<file path="config.mk">
export PLATFORM = sky130hd
export DESIGN_NAME = ptm_top
export DESIGN_NICKNAME = d
export VERILOG_FILES = /design/src/rtl/ptm_pkg.sv /design/src/rtl/ptm_top.sv /design/src/rtl/ptm_presc.sv
export SDC_FILE = /design/constraint.sdc
export NUM_CORES = 1
export LEC_CHECK = 0
export BUFFER_PORTS_ARGS = -buffer_cell sky130_fd_sc_hd__buf_2
export CAP_MARGIN = 10
export CORE_MARGIN = 2
export CORE_UTILIZATION = 62
export DETAILED_ROUTE_END_ITERATION = 10
export GPL_TIMING_DRIVEN = 0
export PLACE_DENSITY = 0.81
export SYNTH_ARGS = -nofsm -noshare
export SYNTH_HDL_FRONTEND = slang
export SYNTH_SLANG_ARGS = --single-unit
</file>
<file path="constraint.sdc">
create_clock -name clk_i -period 5.05 [get_ports clk_i]
set_input_delay 0.2525 -clock clk_i [delete_from_list [all_inputs] [get_ports clk_i]]
set_output_delay 0.2525 -clock clk_i [all_outputs]
set_load 0.01 [all_outputs]
</file>
<file path="src/rtl/ptm_pkg.sv">
package ptm_pkg;

   // timer set layout
   localparam int PTM_NTIM = 4;
   localparam int PTM_CW = 16;
   localparam int PTM_PW = 3;

   // control register field positions
   localparam int PTM_CON_RUN = 15;
   localparam int PTM_CON_SIDL = 13;
   localparam int PTM_CON_GATE = 6;
   localparam int PTM_CON_PS_HI = 5;
   localparam int PTM_CON_PS_LO = 4;
   localparam int PTM_CON_PAIR = 3;
   localparam int PTM_CON_CS = 1;

   // writable bits of a lower-half and an upper-half control register
   localparam logic [15:0] PTM_CON_MASK_B = 16'hA07A;
   localparam logic [15:0] PTM_CON_MASK_C = 16'hA072;

   // reset values
   localparam logic [15:0] PTM_CON_RST = 16'h0000;
   localparam logic [15:0] PTM_CNT_RST = 16'h0000;
   localparam logic [15:0] PTM_PER_RST = 16'hFFFF;
   localparam logic [3:0] PTM_STAT_RST = 4'h0;
   localparam logic [3:0] PTM_MASK_RST = 4'h0;
   localparam logic [11:0] PTM_PRIO_RST = 12'h000;

   // byte offsets: per-timer block at timer index * 0x10
   localparam logic [3:0] PTM_OFF_CON = 4'h0;
   localparam logic [3:0] PTM_OFF_CNT = 4'h4;
   localparam logic [3:0] PTM_OFF_PER = 4'h8;
   localparam logic [7:0] PTM_OFF_STAT = 8'h40;
   localparam logic [7:0] PTM_OFF_MASK = 8'h44;
   localparam logic [7:0] PTM_OFF_PRIO = 8'h48;

   // prescaler terminal counts for ratio codes 0..3
   localparam logic [7:0] PTM_DIV0 = 8'h00;
   localparam logic [7:0] PTM_DIV1 = 8'h07;
   localparam logic [7:0] PTM_DIV2 = 8'h3F;
   localparam logic [7:0] PTM_DIV3 = 8'hFF;

   typedef enum logic [1:0] {
      PTM_MODE_TIMER,
      PTM_MODE_GATED,
      PTM_MODE_SYNC
   } ptm_mode_t;

   function automatic ptm_mode_t ptm_mode(input logic cs, input logic gate);
      if (cs) begin
         return PTM_MODE_SYNC;
      end
      return gate ? PTM_MODE_GATED : PTM_MODE_TIMER;
   endfunction

   function automatic logic [7:0] ptm_div(input logic [1:0] ratio);
      case (ratio)
         2'd0: return PTM_DIV0;
         2'd1: return PTM_DIV1;
         2'd2: return PTM_DIV2;
         default: return PTM_DIV3;
      endcase
   endfunction

   // byte-lane merge of a 16-bit register
   function automatic logic [15:0] ptm_merge(input logic [15:0] old,
                                             input logic [15:0] wdat,
                                             input logic [1:0] sel);
      return {sel[1] ? wdat[15:8] : old[15:8], sel[0] ? wdat[7:0] : old[7:0]};
   endfunction

endpackage

</file>
<file path="src/rtl/ptm_top.sv">
`timescale 1ns/10ps
// Overview of operation
// - count instruction clock, or pin edges
// - mode from clock-source and gate bits
// - unpaired timers use own prescale, period, run
// - unpaired timer interrupts with own enable, priority
// - pairing bit on lower timer joins pair
// - upper timer holds high half, carry
// - lower control steers pair, upper idle bit
// - pair interrupt uses upper timer bits
// - only timers 0+1 and 2+3 pair
// - 32-bit period is upper:lower period
// - pair prescale from lower, irq as upper
module ptm_top
   import ptm_pkg::*;
(
   // clock and reset
   input wire logic clk_i,
   input wire logic rst_i,
   // wishbone slave
   input wire logic wb_cyc_i,
   input wire logic wb_stb_i,
   input wire logic wb_we_i,
   input wire logic [7:0] wb_adr_i,
   input wire logic [3:0] wb_sel_i,
   input wire logic [31:0] wb_dat_i,
   output logic wb_ack_o,
   output logic [31:0] wb_dat_o,
   // count or gate pins and core idle state
   input wire logic [3:0] ext_cnt_i,
   input wire logic idle_i,
   // interrupt
   output logic irq_o,
   output logic [2:0] irq_prio_o
);

   logic [15:0] con_q [PTM_NTIM];
   logic [15:0] cnt_q [PTM_NTIM];
   logic [15:0] cnt_d [PTM_NTIM];
   logic [15:0] per_q [PTM_NTIM];
   logic [3:0] stat_q;
   logic [3:0] mask_q;
   logic [11:0] prio_q;
   logic [3:0] tick;
   logic [3:0] run;
   logic [3:0] evt;
   logic [1:0] paired;
   logic ack_q;
   logic [31:0] dat_q;
   logic [31:0] rdata;
   logic irq_q;
   logic [2:0] prio_out_q;
   logic [2:0] top_prio;
   logic [3:0] pend;
   logic acc;
   logic wr;
   logic blk;
   logic [1:0] tsel;
   logic hit_con;
   logic hit_cnt;
   logic hit_per;
   logic hit_stat;
   logic hit_mask;
   logic hit_prio;
   logic [3:0] clr;

   // bus decode
   assign acc = wb_cyc_i & wb_stb_i & ~ack_q;
   assign wr = acc & wb_we_i;
   assign tsel = wb_adr_i[5:4];
   assign blk = (wb_adr_i[7:6] == 2'b00);
   assign hit_con = blk & (wb_adr_i[3:0] == PTM_OFF_CON);
   assign hit_cnt = blk & (wb_adr_i[3:0] == PTM_OFF_CNT);
   assign hit_per = blk & (wb_adr_i[3:0] == PTM_OFF_PER);
   assign hit_stat = (wb_adr_i == PTM_OFF_STAT);
   assign hit_mask = (wb_adr_i == PTM_OFF_MASK);
   assign hit_prio = (wb_adr_i == PTM_OFF_PRIO);

   // run gating, per pair of lower and upper timer
   always_comb begin
      for (int p = 0; p < 2; p++) begin
         paired[p] = con_q[2*p][PTM_CON_PAIR];
         run[2*p] = con_q[2*p][PTM_CON_RUN] & ~(idle_i &
            (con_q[2*p][PTM_CON_SIDL] |
             (paired[p] & con_q[2*p+1][PTM_CON_SIDL])));
         run[2*p+1] = con_q[2*p+1][PTM_CON_RUN] & ~paired[p] &
            ~(idle_i & con_q[2*p+1][PTM_CON_SIDL]);
      end
   end

   // one prescaler and tick source per timer
   for (genvar g = 0; g < PTM_NTIM; g++) begin : g_tim
      ptm_presc u_presc (
         .clk_i(clk_i),
         .rst_i(rst_i),
         .run_i(run[g]),
         .mode_i(ptm_mode(con_q[g][PTM_CON_CS], con_q[g][PTM_CON_GATE])),
         .ratio_i(con_q[g][PTM_CON_PS_HI:PTM_CON_PS_LO]),
         .pin_i(ext_cnt_i[g]),
         .tick_o(tick[g])
      );
   end

   // next count and period events
   always_comb begin
      for (int i = 0; i < PTM_NTIM; i++) begin
         cnt_d[i] = cnt_q[i];
         evt[i] = 1'b0;
      end
      for (int p = 0; p < 2; p++) begin
         if (paired[p]) begin
            if (tick[2*p]) begin
               if ({cnt_q[2*p+1], cnt_q[2*p]} ==
                   {per_q[2*p+1], per_q[2*p]}) begin
                  cnt_d[2*p] = 16'h0000;
                  cnt_d[2*p+1] = 16'h0000;
                  evt[2*p+1] = 1'b1;
               end else begin
                  {cnt_d[2*p+1], cnt_d[2*p]} =
                     {cnt_q[2*p+1], cnt_q[2*p]} + 32'h0000_0001;
               end
            end
         end else begin
            for (int k = 0; k < 2; k++) begin
               if (tick[2*p+k]) begin
                  if (cnt_q[2*p+k] == per_q[2*p+k]) begin
                     cnt_d[2*p+k] = 16'h0000;
                     evt[2*p+k] = 1'b1;
                  end else begin
                     cnt_d[2*p+k] = cnt_q[2*p+k] + 16'h0001;
                  end
               end
            end
         end
      end
      for (int i = 0; i < PTM_NTIM; i++) begin
         if (wr && hit_cnt && tsel == i[1:0]) begin
            cnt_d[i] = ptm_merge(cnt_q[i], wb_dat_i[15:0], wb_sel_i[1:0]);
         end
      end
   end

   always_ff @(posedge clk_i) begin
      for (int i = 0; i < PTM_NTIM; i++) begin
         if (rst_i) begin
            cnt_q[i] <= PTM_CNT_RST;
         end else begin
            cnt_q[i] <= cnt_d[i];
         end
      end
   end

   // control and period registers
   always_ff @(posedge clk_i) begin
      for (int i = 0; i < PTM_NTIM; i++) begin
         if (rst_i) begin
            con_q[i] <= PTM_CON_RST;
            per_q[i] <= PTM_PER_RST;
         end else if (wr && tsel == i[1:0]) begin
            if (hit_con) begin
               con_q[i] <= ptm_merge(con_q[i], wb_dat_i[15:0],
                  wb_sel_i[1:0]) & (i[0] ? PTM_CON_MASK_C : PTM_CON_MASK_B);
            end
            if (hit_per) begin
               per_q[i] <= ptm_merge(per_q[i], wb_dat_i[15:0], wb_sel_i[1:0]);
            end
         end
      end
   end

   // sticky status, write one to clear; a new event wins over the clear
   assign clr = (wr && hit_stat && wb_sel_i[0]) ? wb_dat_i[3:0] : 4'h0;

   always_ff @(posedge clk_i) begin
      if (rst_i) begin
         stat_q <= PTM_STAT_RST;
      end else begin
         stat_q <= (stat_q & ~clr) | evt;
      end
   end

   always_ff @(posedge clk_i) begin
      if (rst_i) begin
         mask_q <= PTM_MASK_RST;
         prio_q <= PTM_PRIO_RST;
      end else begin
         if (wr && hit_mask && wb_sel_i[0]) begin
            mask_q <= wb_dat_i[3:0];
         end
         if (wr && hit_prio) begin
            if (wb_sel_i[0]) begin
               prio_q[7:0] <= wb_dat_i[7:0];
            end
            if (wb_sel_i[1]) begin
               prio_q[11:8] <= wb_dat_i[11:8];
            end
         end
      end
   end

   // interrupt level and highest pending priority
   always_comb begin
      pend = stat_q & mask_q;
      // a paired lower timer's own flag may not interrupt
      for (int p = 0; p < 2; p++) begin
         pend[2*p] = pend[2*p] & ~paired[p];
      end
      top_prio = 3'd0;
      for (int i = 0; i < PTM_NTIM; i++) begin
         if (pend[i] && prio_q[3*i +: 3] > top_prio) begin
            top_prio = prio_q[3*i +: 3];
         end
      end
   end

   always_ff @(posedge clk_i) begin
      if (rst_i) begin
         irq_q <= 1'b0;
         prio_out_q <= 3'd0;
      end else begin
         irq_q <= |pend;
         prio_out_q <= top_prio;
      end
   end

   // read mux
   always_comb begin
      rdata = 32'h0000_0000;
      if (hit_con) begin
         rdata[15:0] = con_q[tsel];
      end else if (hit_cnt) begin
         rdata[15:0] = cnt_q[tsel];
      end else if (hit_per) begin
         rdata[15:0] = per_q[tsel];
      end else if (hit_stat) begin
         rdata[3:0] = stat_q;
      end else if (hit_mask) begin
         rdata[3:0] = mask_q;
      end else if (hit_prio) begin
         rdata[11:0] = prio_q;
      end
   end

   // one-cycle acknowledge, also for unmapped addresses
   always_ff @(posedge clk_i) begin
      if (rst_i) begin
         ack_q <= 1'b0;
         dat_q <= 32'h0000_0000;
      end else begin
         ack_q <= acc;
         if (acc && !wb_we_i) begin
            dat_q <= rdata;
         end
      end
   end

   assign wb_ack_o = ack_q;
   assign wb_dat_o = dat_q;
   assign irq_o = irq_q;
   assign irq_prio_o = prio_out_q;
endmodule // ptm_top

</file>
<file path="src/rtl/ptm_presc.sv">
`timescale 1ns/10ps
module ptm_presc
   import ptm_pkg::*;
(
   // clock and reset
   input wire logic clk_i,
   input wire logic rst_i,
   // control
   input wire logic run_i,
   input wire ptm_mode_t mode_i,
   input wire logic [1:0] ratio_i,
   // external count or gate pin
   input wire logic pin_i,
   // one-cycle count tick
   output logic tick_o
);

   logic pin_q;
   logic [7:0] ps_q;
   logic base;
   logic last;

   // base event: instruction clock, gated clock or pin rising edge
   always_comb begin
      case (mode_i)
         PTM_MODE_TIMER: base = 1'b1;
         PTM_MODE_GATED: base = pin_i;
         PTM_MODE_SYNC: base = pin_i & ~pin_q;
         default: base = 1'b0;
      endcase
   end

   // a ratio lowered while running must not wait for the divider to wrap
   assign last = (ps_q >= ptm_div(ratio_i));
   assign tick_o = run_i & base & last;

   always_ff @(posedge clk_i) begin
      if (rst_i) begin
         pin_q <= 1'b0;
      end else begin
         pin_q <= pin_i;
      end
   end

   always_ff @(posedge clk_i) begin
      if (rst_i || !run_i) begin
         ps_q <= 8'h00;
      end else if (base) begin
         ps_q <= last ? 8'h00 : ps_q + 8'h01;
      end
   end

endmodule // ptm_presc

</file>
## Yosys cells after proc, flatten, opt, wreduce, memory -nomap -nowiden

Memories as Yosys holds them, arrays and structs flattened.
Cells that the tools add are included.

- Add/subtract/negate cells: 10
- $mul: 0
- Div/mod/pow operators: 0
- $lt $le $gt $ge: 8
- Equality and inequality tests: 30
- Shift operators: 0
- Multiplexer cells: 141
- Bitwise operators: 61
- Reduce and logical (&&, ||, !) cells: 42

Operators with widths:

| operator | number |
|---|---|
| $mux W16 | 22 |
| $mux W8 | 26 |
| $mux W32 | 6 |
| $pmux W8 S3 | 4 |
| $add A16 B1 Y16 const B | 4 |
| $add A32 B1 Y32 const B | 2 |
| $eq A16 B16 Y1 | 4 |
| $eq A32 B32 Y1 | 2 |
| $mux W7 | 8 |
| $mux W1 | 53 |
| $add A8 B1 Y8 const B | 4 |
| $and A1 B1 Y1 | 32 |
| $ge A8 B8 Y1 | 4 |
| $eq A8 B7 Y1 const B | 3 |
| $mux W12 | 2 |
| $eq A2 B2 Y1 const B | 10 |
| $logic_not A2 Y1 | 10 |
| $logic_and A1 B1 Y1 | 19 |
| $eq A2 B1 Y1 const B | 9 |
| $mux W2 | 8 |
| $mux W4 | 4 |
| $or A1 B1 Y1 | 14 |
| $mux W3 | 4 |
| $pmux W1 S3 | 4 |
| other kinds (13) | 34 |

- Bits in registers: 77
- Latch bits: 0
- Memory bits (writable): 156
- Memory bits (read-only): 0
- Input bits: 54
- Word-level logic and storage cells: 311
- Memories: 3

Memories:

| memory | depth | bits a word | read ports | clocked after Yosys merged registers in | wr ports | line | source |
|---|---|---|---|---|---|---|---|
| cnt_q | 4 | 16 | 5 | 0 | 4 | ptm_top.sv:38 | `logic [15:0] cnt_q [PTM_NTIM];` |
| per_q | 4 | 16 | 5 | 0 | 4 | ptm_top.sv:40 | `logic [15:0] per_q [PTM_NTIM];` |
| con_q | 4 | 7 | 5 | 0 | 4 | ptm_top.sv:37 | `logic [15:0] con_q [PTM_NTIM];` |

## Logic depth before layout (Yosys ltp)

An unclocked memory read counts as a cell.

- Depth after elaboration: 14
- Mapped depth: 22

## By module

From an unflattened synthesis, not the netlist that was laid out.

- Cell total of the unflattened synthesis: 1,555
- Area total of the unflattened synthesis: 14,496.4 µm²

By module, submodules not included:

| module | instances | cells each | area each (µm²) | seq. area each (µm²) |
|---|---|---|---|---|
| ptm_top | 1 | 1,315 | 12,349.3 | 4,804.6 |
| ptm_presc | 4 | 60 | 536.8 | 180.2 |

## Least setup slack after synthesis

OpenSTA, ideal clock, no wires.

- Path kind: register to register
- Start: mem con_q[0][1] in the netlist's numbering
- End: reg prio_out_q[0], in the netlist irq_prio_o[0]
- Setup time: 0.128 ns
- Arrival: 4.427 ns
- Slack: 0.496 ns
- Stages on the path, launching flop included: 22
- Path buffers: 0
- Period minus slack after synthesis: 4.554 ns
- Cells stage by stage: edfxtp_1 > inv_1 > and3_1 > nand2_1 > ha_1 > a21o_1 > a21oi_1 > a311oi_1 > mux2_2 > ha_1 > inv_1 > a21o_1 > a21oi_1 > a311oi_1 > mux2_2 > ha_1 > inv_1 > a21o_1 > a21oi_1 > a311oi_1 > mux2i_1 > nor2_1

RTL lines:

| what | line | source |
|---|---|---|
| start, declared | ptm_top.sv:37 |  |
| end signal, assigned | ptm_top.sv:222 | `prio_out_q <= top_prio;` |
| end, declared | ptm_top.sv:52 | `logic [2:0] prio_out_q;` |

==> key figures <==
Yosys
  • Synthesized area per cell: 9.32 um2
  • Ys async rst share: 0
  • Area leader, netlist: dfxtp_1
  • Register area share after synthesis: 0.389
  • Synth top area cells: dfxtp_1 (20%), edfxtp_1 (19%), mux4_2 (6.0%), xnor2_1 (4.8%), ha_1 (4.3%)
  • Syn. warnings: 0
  • Number of flops mapped to enable cells by yosys: 90
  • Register bit total from synthesis: 231
  • Distinct cells, synth: 84
  • Synth Cell Area: 14200 um2
  • Primary FF master, synth: dfxtp_1
  • Mapped Cells: 1523
  • Most frequent cell after synthesis: nor2_1
  • Post-synth top cells: nor2_1 (150), dfxtp_1 (141), nand2_1 (115), edfxtp_1 (90)
  • Area share of the largest cell type after synthesis: 0.199

Placed design
  • Placer Congestion: 0.992
  • Detailed placer's ending HPWL: 35200 um
  • Inst Count DP: 1872
  • Buffers on Ports: 48

Job
  • Max_cap viols: 0

Drt
  • Post-Route WL: 46700 um
  • Final ANT Viol Nets: 0
  • DRC: 0
  • Iteration-0 DRC Markers: 1457
  • Vias per cell: 6.72
  • Routed via count: 13000
  • Wire per inst: 24.2 um
  • First-pass DRT Iterations: 7

Finish
  • Fin nets: 1726
  • Layout cell share with drive strength beyond 1: 0.133
  • P&R area growth vs syn: 11.8%
  • ANT cells: 0
  • Non-filler cells, final: 1927

CTS
  • CTS sink cnt: 231
  • Clock transition at path regs: 60 ps
  • Clk root buf: clkbuf_16
  • TritonCTS clock tree: yes
  • Bufs on Longest Clock Path: 3
  • CTS H-tree lvls: 1
  • Worst-Skew Late Latency: 540 ps
  • TritonCTS buffer count: 26

Worst hold path
  • Hold Path Origin: wb_dat_i[3]
  • Hold path depth: 4
  • Worst hold path type: primary input to register
  • Hold Path End: stat_q[3]$_SDFF_PP0_

Critical path
  • Worst setup EP type: register
  • CP max stage delay: 440 ps
  • R2R setup slack: 260 ps
  • Reg2reg start: con_q[0][1]$_SDFFCE_PN0P_
  • Startpoint types: register
  • Reg2reg path depth: 21
  • Cell family with the largest share of critical-path delay: compound AO/OA/AOI/OAI gates
  • CP Buf/Inv Count: 3
  • Critical path depth in cells: 21
  • Capture point of the worst reg-to-reg path: irq_prio_o[0]$_SDFF_PP0_
  • Crit path max fanout: 6
  • CP required: 5450 ps
  • Critical Path AT: 5190 ps
  • Critical path class: register to register
  • Crit-path cells: inv_2 -> and3_1 -> nand2_1 -> ha_1 -> a21o_1 -> a21oi_1 -> a311oi_2 -> mux2i_1 -> inv_1 -> ha_1 -> a21o_1 -> a21oi_1 -> a311oi_2 -> mux2_2 -> ha_1 -> inv_1 -> a21o_1 -> a21oi_1 -> a311oi_2 -> mux2i_1 -> nor2_1
  • Slowest-stage cell, CP: edfxtp_1

Timing
  • Clock Skew: 16.7 ps
  • Max Freq: 209 MHz
  • Worst Tran Pin Value: 1290 ps
  • Final setup violation count: 0
  • Slew Viols, Final: 0
  • Max-slew headroom: 0.132
  • Hold WS: 101 ps
  • Period utilization: 0.949
  • Final hold viol count: 0
  • Clock period minus worst slack: 4790 ps

Die
  • # IOs: 91
  • # rows: 55
  • Die Y: 155 um
  • Die width: 155 um
  • Core ar.: 22600 um2
  • Die Area: 24100 um2
  • Starting density of the core: 0.629

Global route
  • Total GRT Usage: 0.382
  • Initial antenna violation count: 1
  • Largest net degree at the start of global routing: 14
  • Vias in the first global route: 12200
  • First-pass GRT wire length: 70300 um
  • Grt ovf: 0

Power
  • IR drop worst, VDD: 0.313 mV
  • Leakage: 5.45 nW
  • Pwr per Cell Area: 275 nW/um2

Run status
  • Status: completed
==> metrics by stage <==
stage	setup slack (ps)	power [mW]	instance area [um2]	util	TNS, ps
after detailed placement	-260	2.31	14900	0.658	-752
after global placement	-66.2	2.30	14800	0.658	-180
final	258	4.36	15900	0.703	0
after floorplan	496	2.19	14200	-	0
after CTS	42.4	4.35	15800	0.702	0
after global routing	-35.4	4.44	15900	0.703	-65.0
==> cells by family after synthesis <==
family / Yosys count / share of synthesized area
AOI/OAI and AO/OA: 313 / 0.156
xor gates and xnor gates: 104 / 0.0642
adders and majority gates: 49 / 0.0432
buffers and inverters: 168 / 0.0535
DFF: 231 / 0.389
muxes: 68 / 0.0818
other: 1 / 0.000264
and+or+nand+nor: 589 / 0.212
==> state kept, by name, indices dropped and copies added (netlist names) <==
register	count
irq_prio_o	3
wb_ack_o	1
g_tim.u_presc.ps_q	32
mask_q	4
per_q	64
stat_q	4
con_q	26
g_tim.u_presc.pin_q	4
wb_dat_o	16
irq_o	1
prio_q	12
cnt_q	64
==> worst register-to-register path: stages, from the launching register on <==
cell,delay [ps]
edfxtp_1,440
inv_2,160
and3_1,240
nand2_1,90
ha_1,310
a21o_1,130
a21oi_1,90
a311oi_2,400
mux2i_1,320
inv_1,70
ha_1,310
a21o_1,120
a21oi_1,80
a311oi_2,390
mux2_2,400
ha_1,190
inv_1,50
a21o_1,100
a21oi_1,70
a311oi_2,370
mux2i_1,240
nor2_1,60
==> timing repair <==
| item | CTS | global route |
|---|---|---|
| resized for setup | 2 | 2 |
| hold buffers | 6 | 0 |
| setup endpoints to repair | 3 | 3 |
| buffers inserted | 0 | 2 |
| pin swaps | 0 | 0 |
| hold endpoints to repair | 5 | 0 |
==> final cells by class <==
| cell class | count | area (um2) |
|---|---|---|
| plain buffers | 111 | 546 |
| clock buffers | 29 | 693 |
| clock inverters | 18 | 231 |
| fillers | 1723 | 6700 |
| inverters | 57 | 214 |
| multi-input cells | 1139 | 7980 |
| flip-flops and latches | 231 | 5530 |
| well taps | 285 | 357 |
| repair buffers | 57 | 320 |
==> routing by layer <==
metal,GRT usage,routed length (um),vias to the layer above
li1,-,-,5744
met1,0.506,17700,6167
met2,0.613,21100,890
met3,0.0744,5510,156
met4,0.171,2320,2
met5,0,15,-
==> cell usage in the layout, fill, tap and decap left out, drive strengths merged, types with 21 or more instances in the layout <==
cell type	n
and2	29
dfxtp	141
a21oi	72
xor2	26
a22oi	31
nand4	39
o21ai	48
buf	103
nand2b	78
mux4	38
inv	57
nor3	47
ha	49
xnor2	78
mux2i	26
clkbuf	88
a221oi	28
and3	21
nand3	40
edfxtp	90
nand2	115
nor2	155
==> worst max-delay path by stage <==
stage                                   start                       end
finish              con_q[0][1]$_SDFFCE_PN0P_  irq_prio_o[0]$_SDFF_PP0_
global route        con_q[0][1]$_SDFFCE_PN0P_  irq_prio_o[2]$_SDFF_PP0_
CTS                 con_q[0][1]$_SDFFCE_PN0P_  irq_prio_o[2]$_SDFF_PP0_
detailed placement  con_q[0][1]$_SDFFCE_PN0P_  irq_prio_o[1]$_SDFF_PP0_
global placement    con_q[0][1]$_SDFFCE_PN0P_  irq_prio_o[1]$_SDFF_PP0_
floorplan           con_q[0][1]$_SDFFCE_PN0P_  irq_prio_o[0]$_SDFF_PP0_
==> power by group <==
group / switching, mW / internal [mW] / leakage (nW)
Clock: 0.792 / 1.28 / 0.456
Combinational: 0.200 / 0.105 / 3.11
Sequential: 0.0222 / 1.96 / 1.89
Total: 1.01 / 3.35 / 5.45
(Power assumes the default switching activity.)
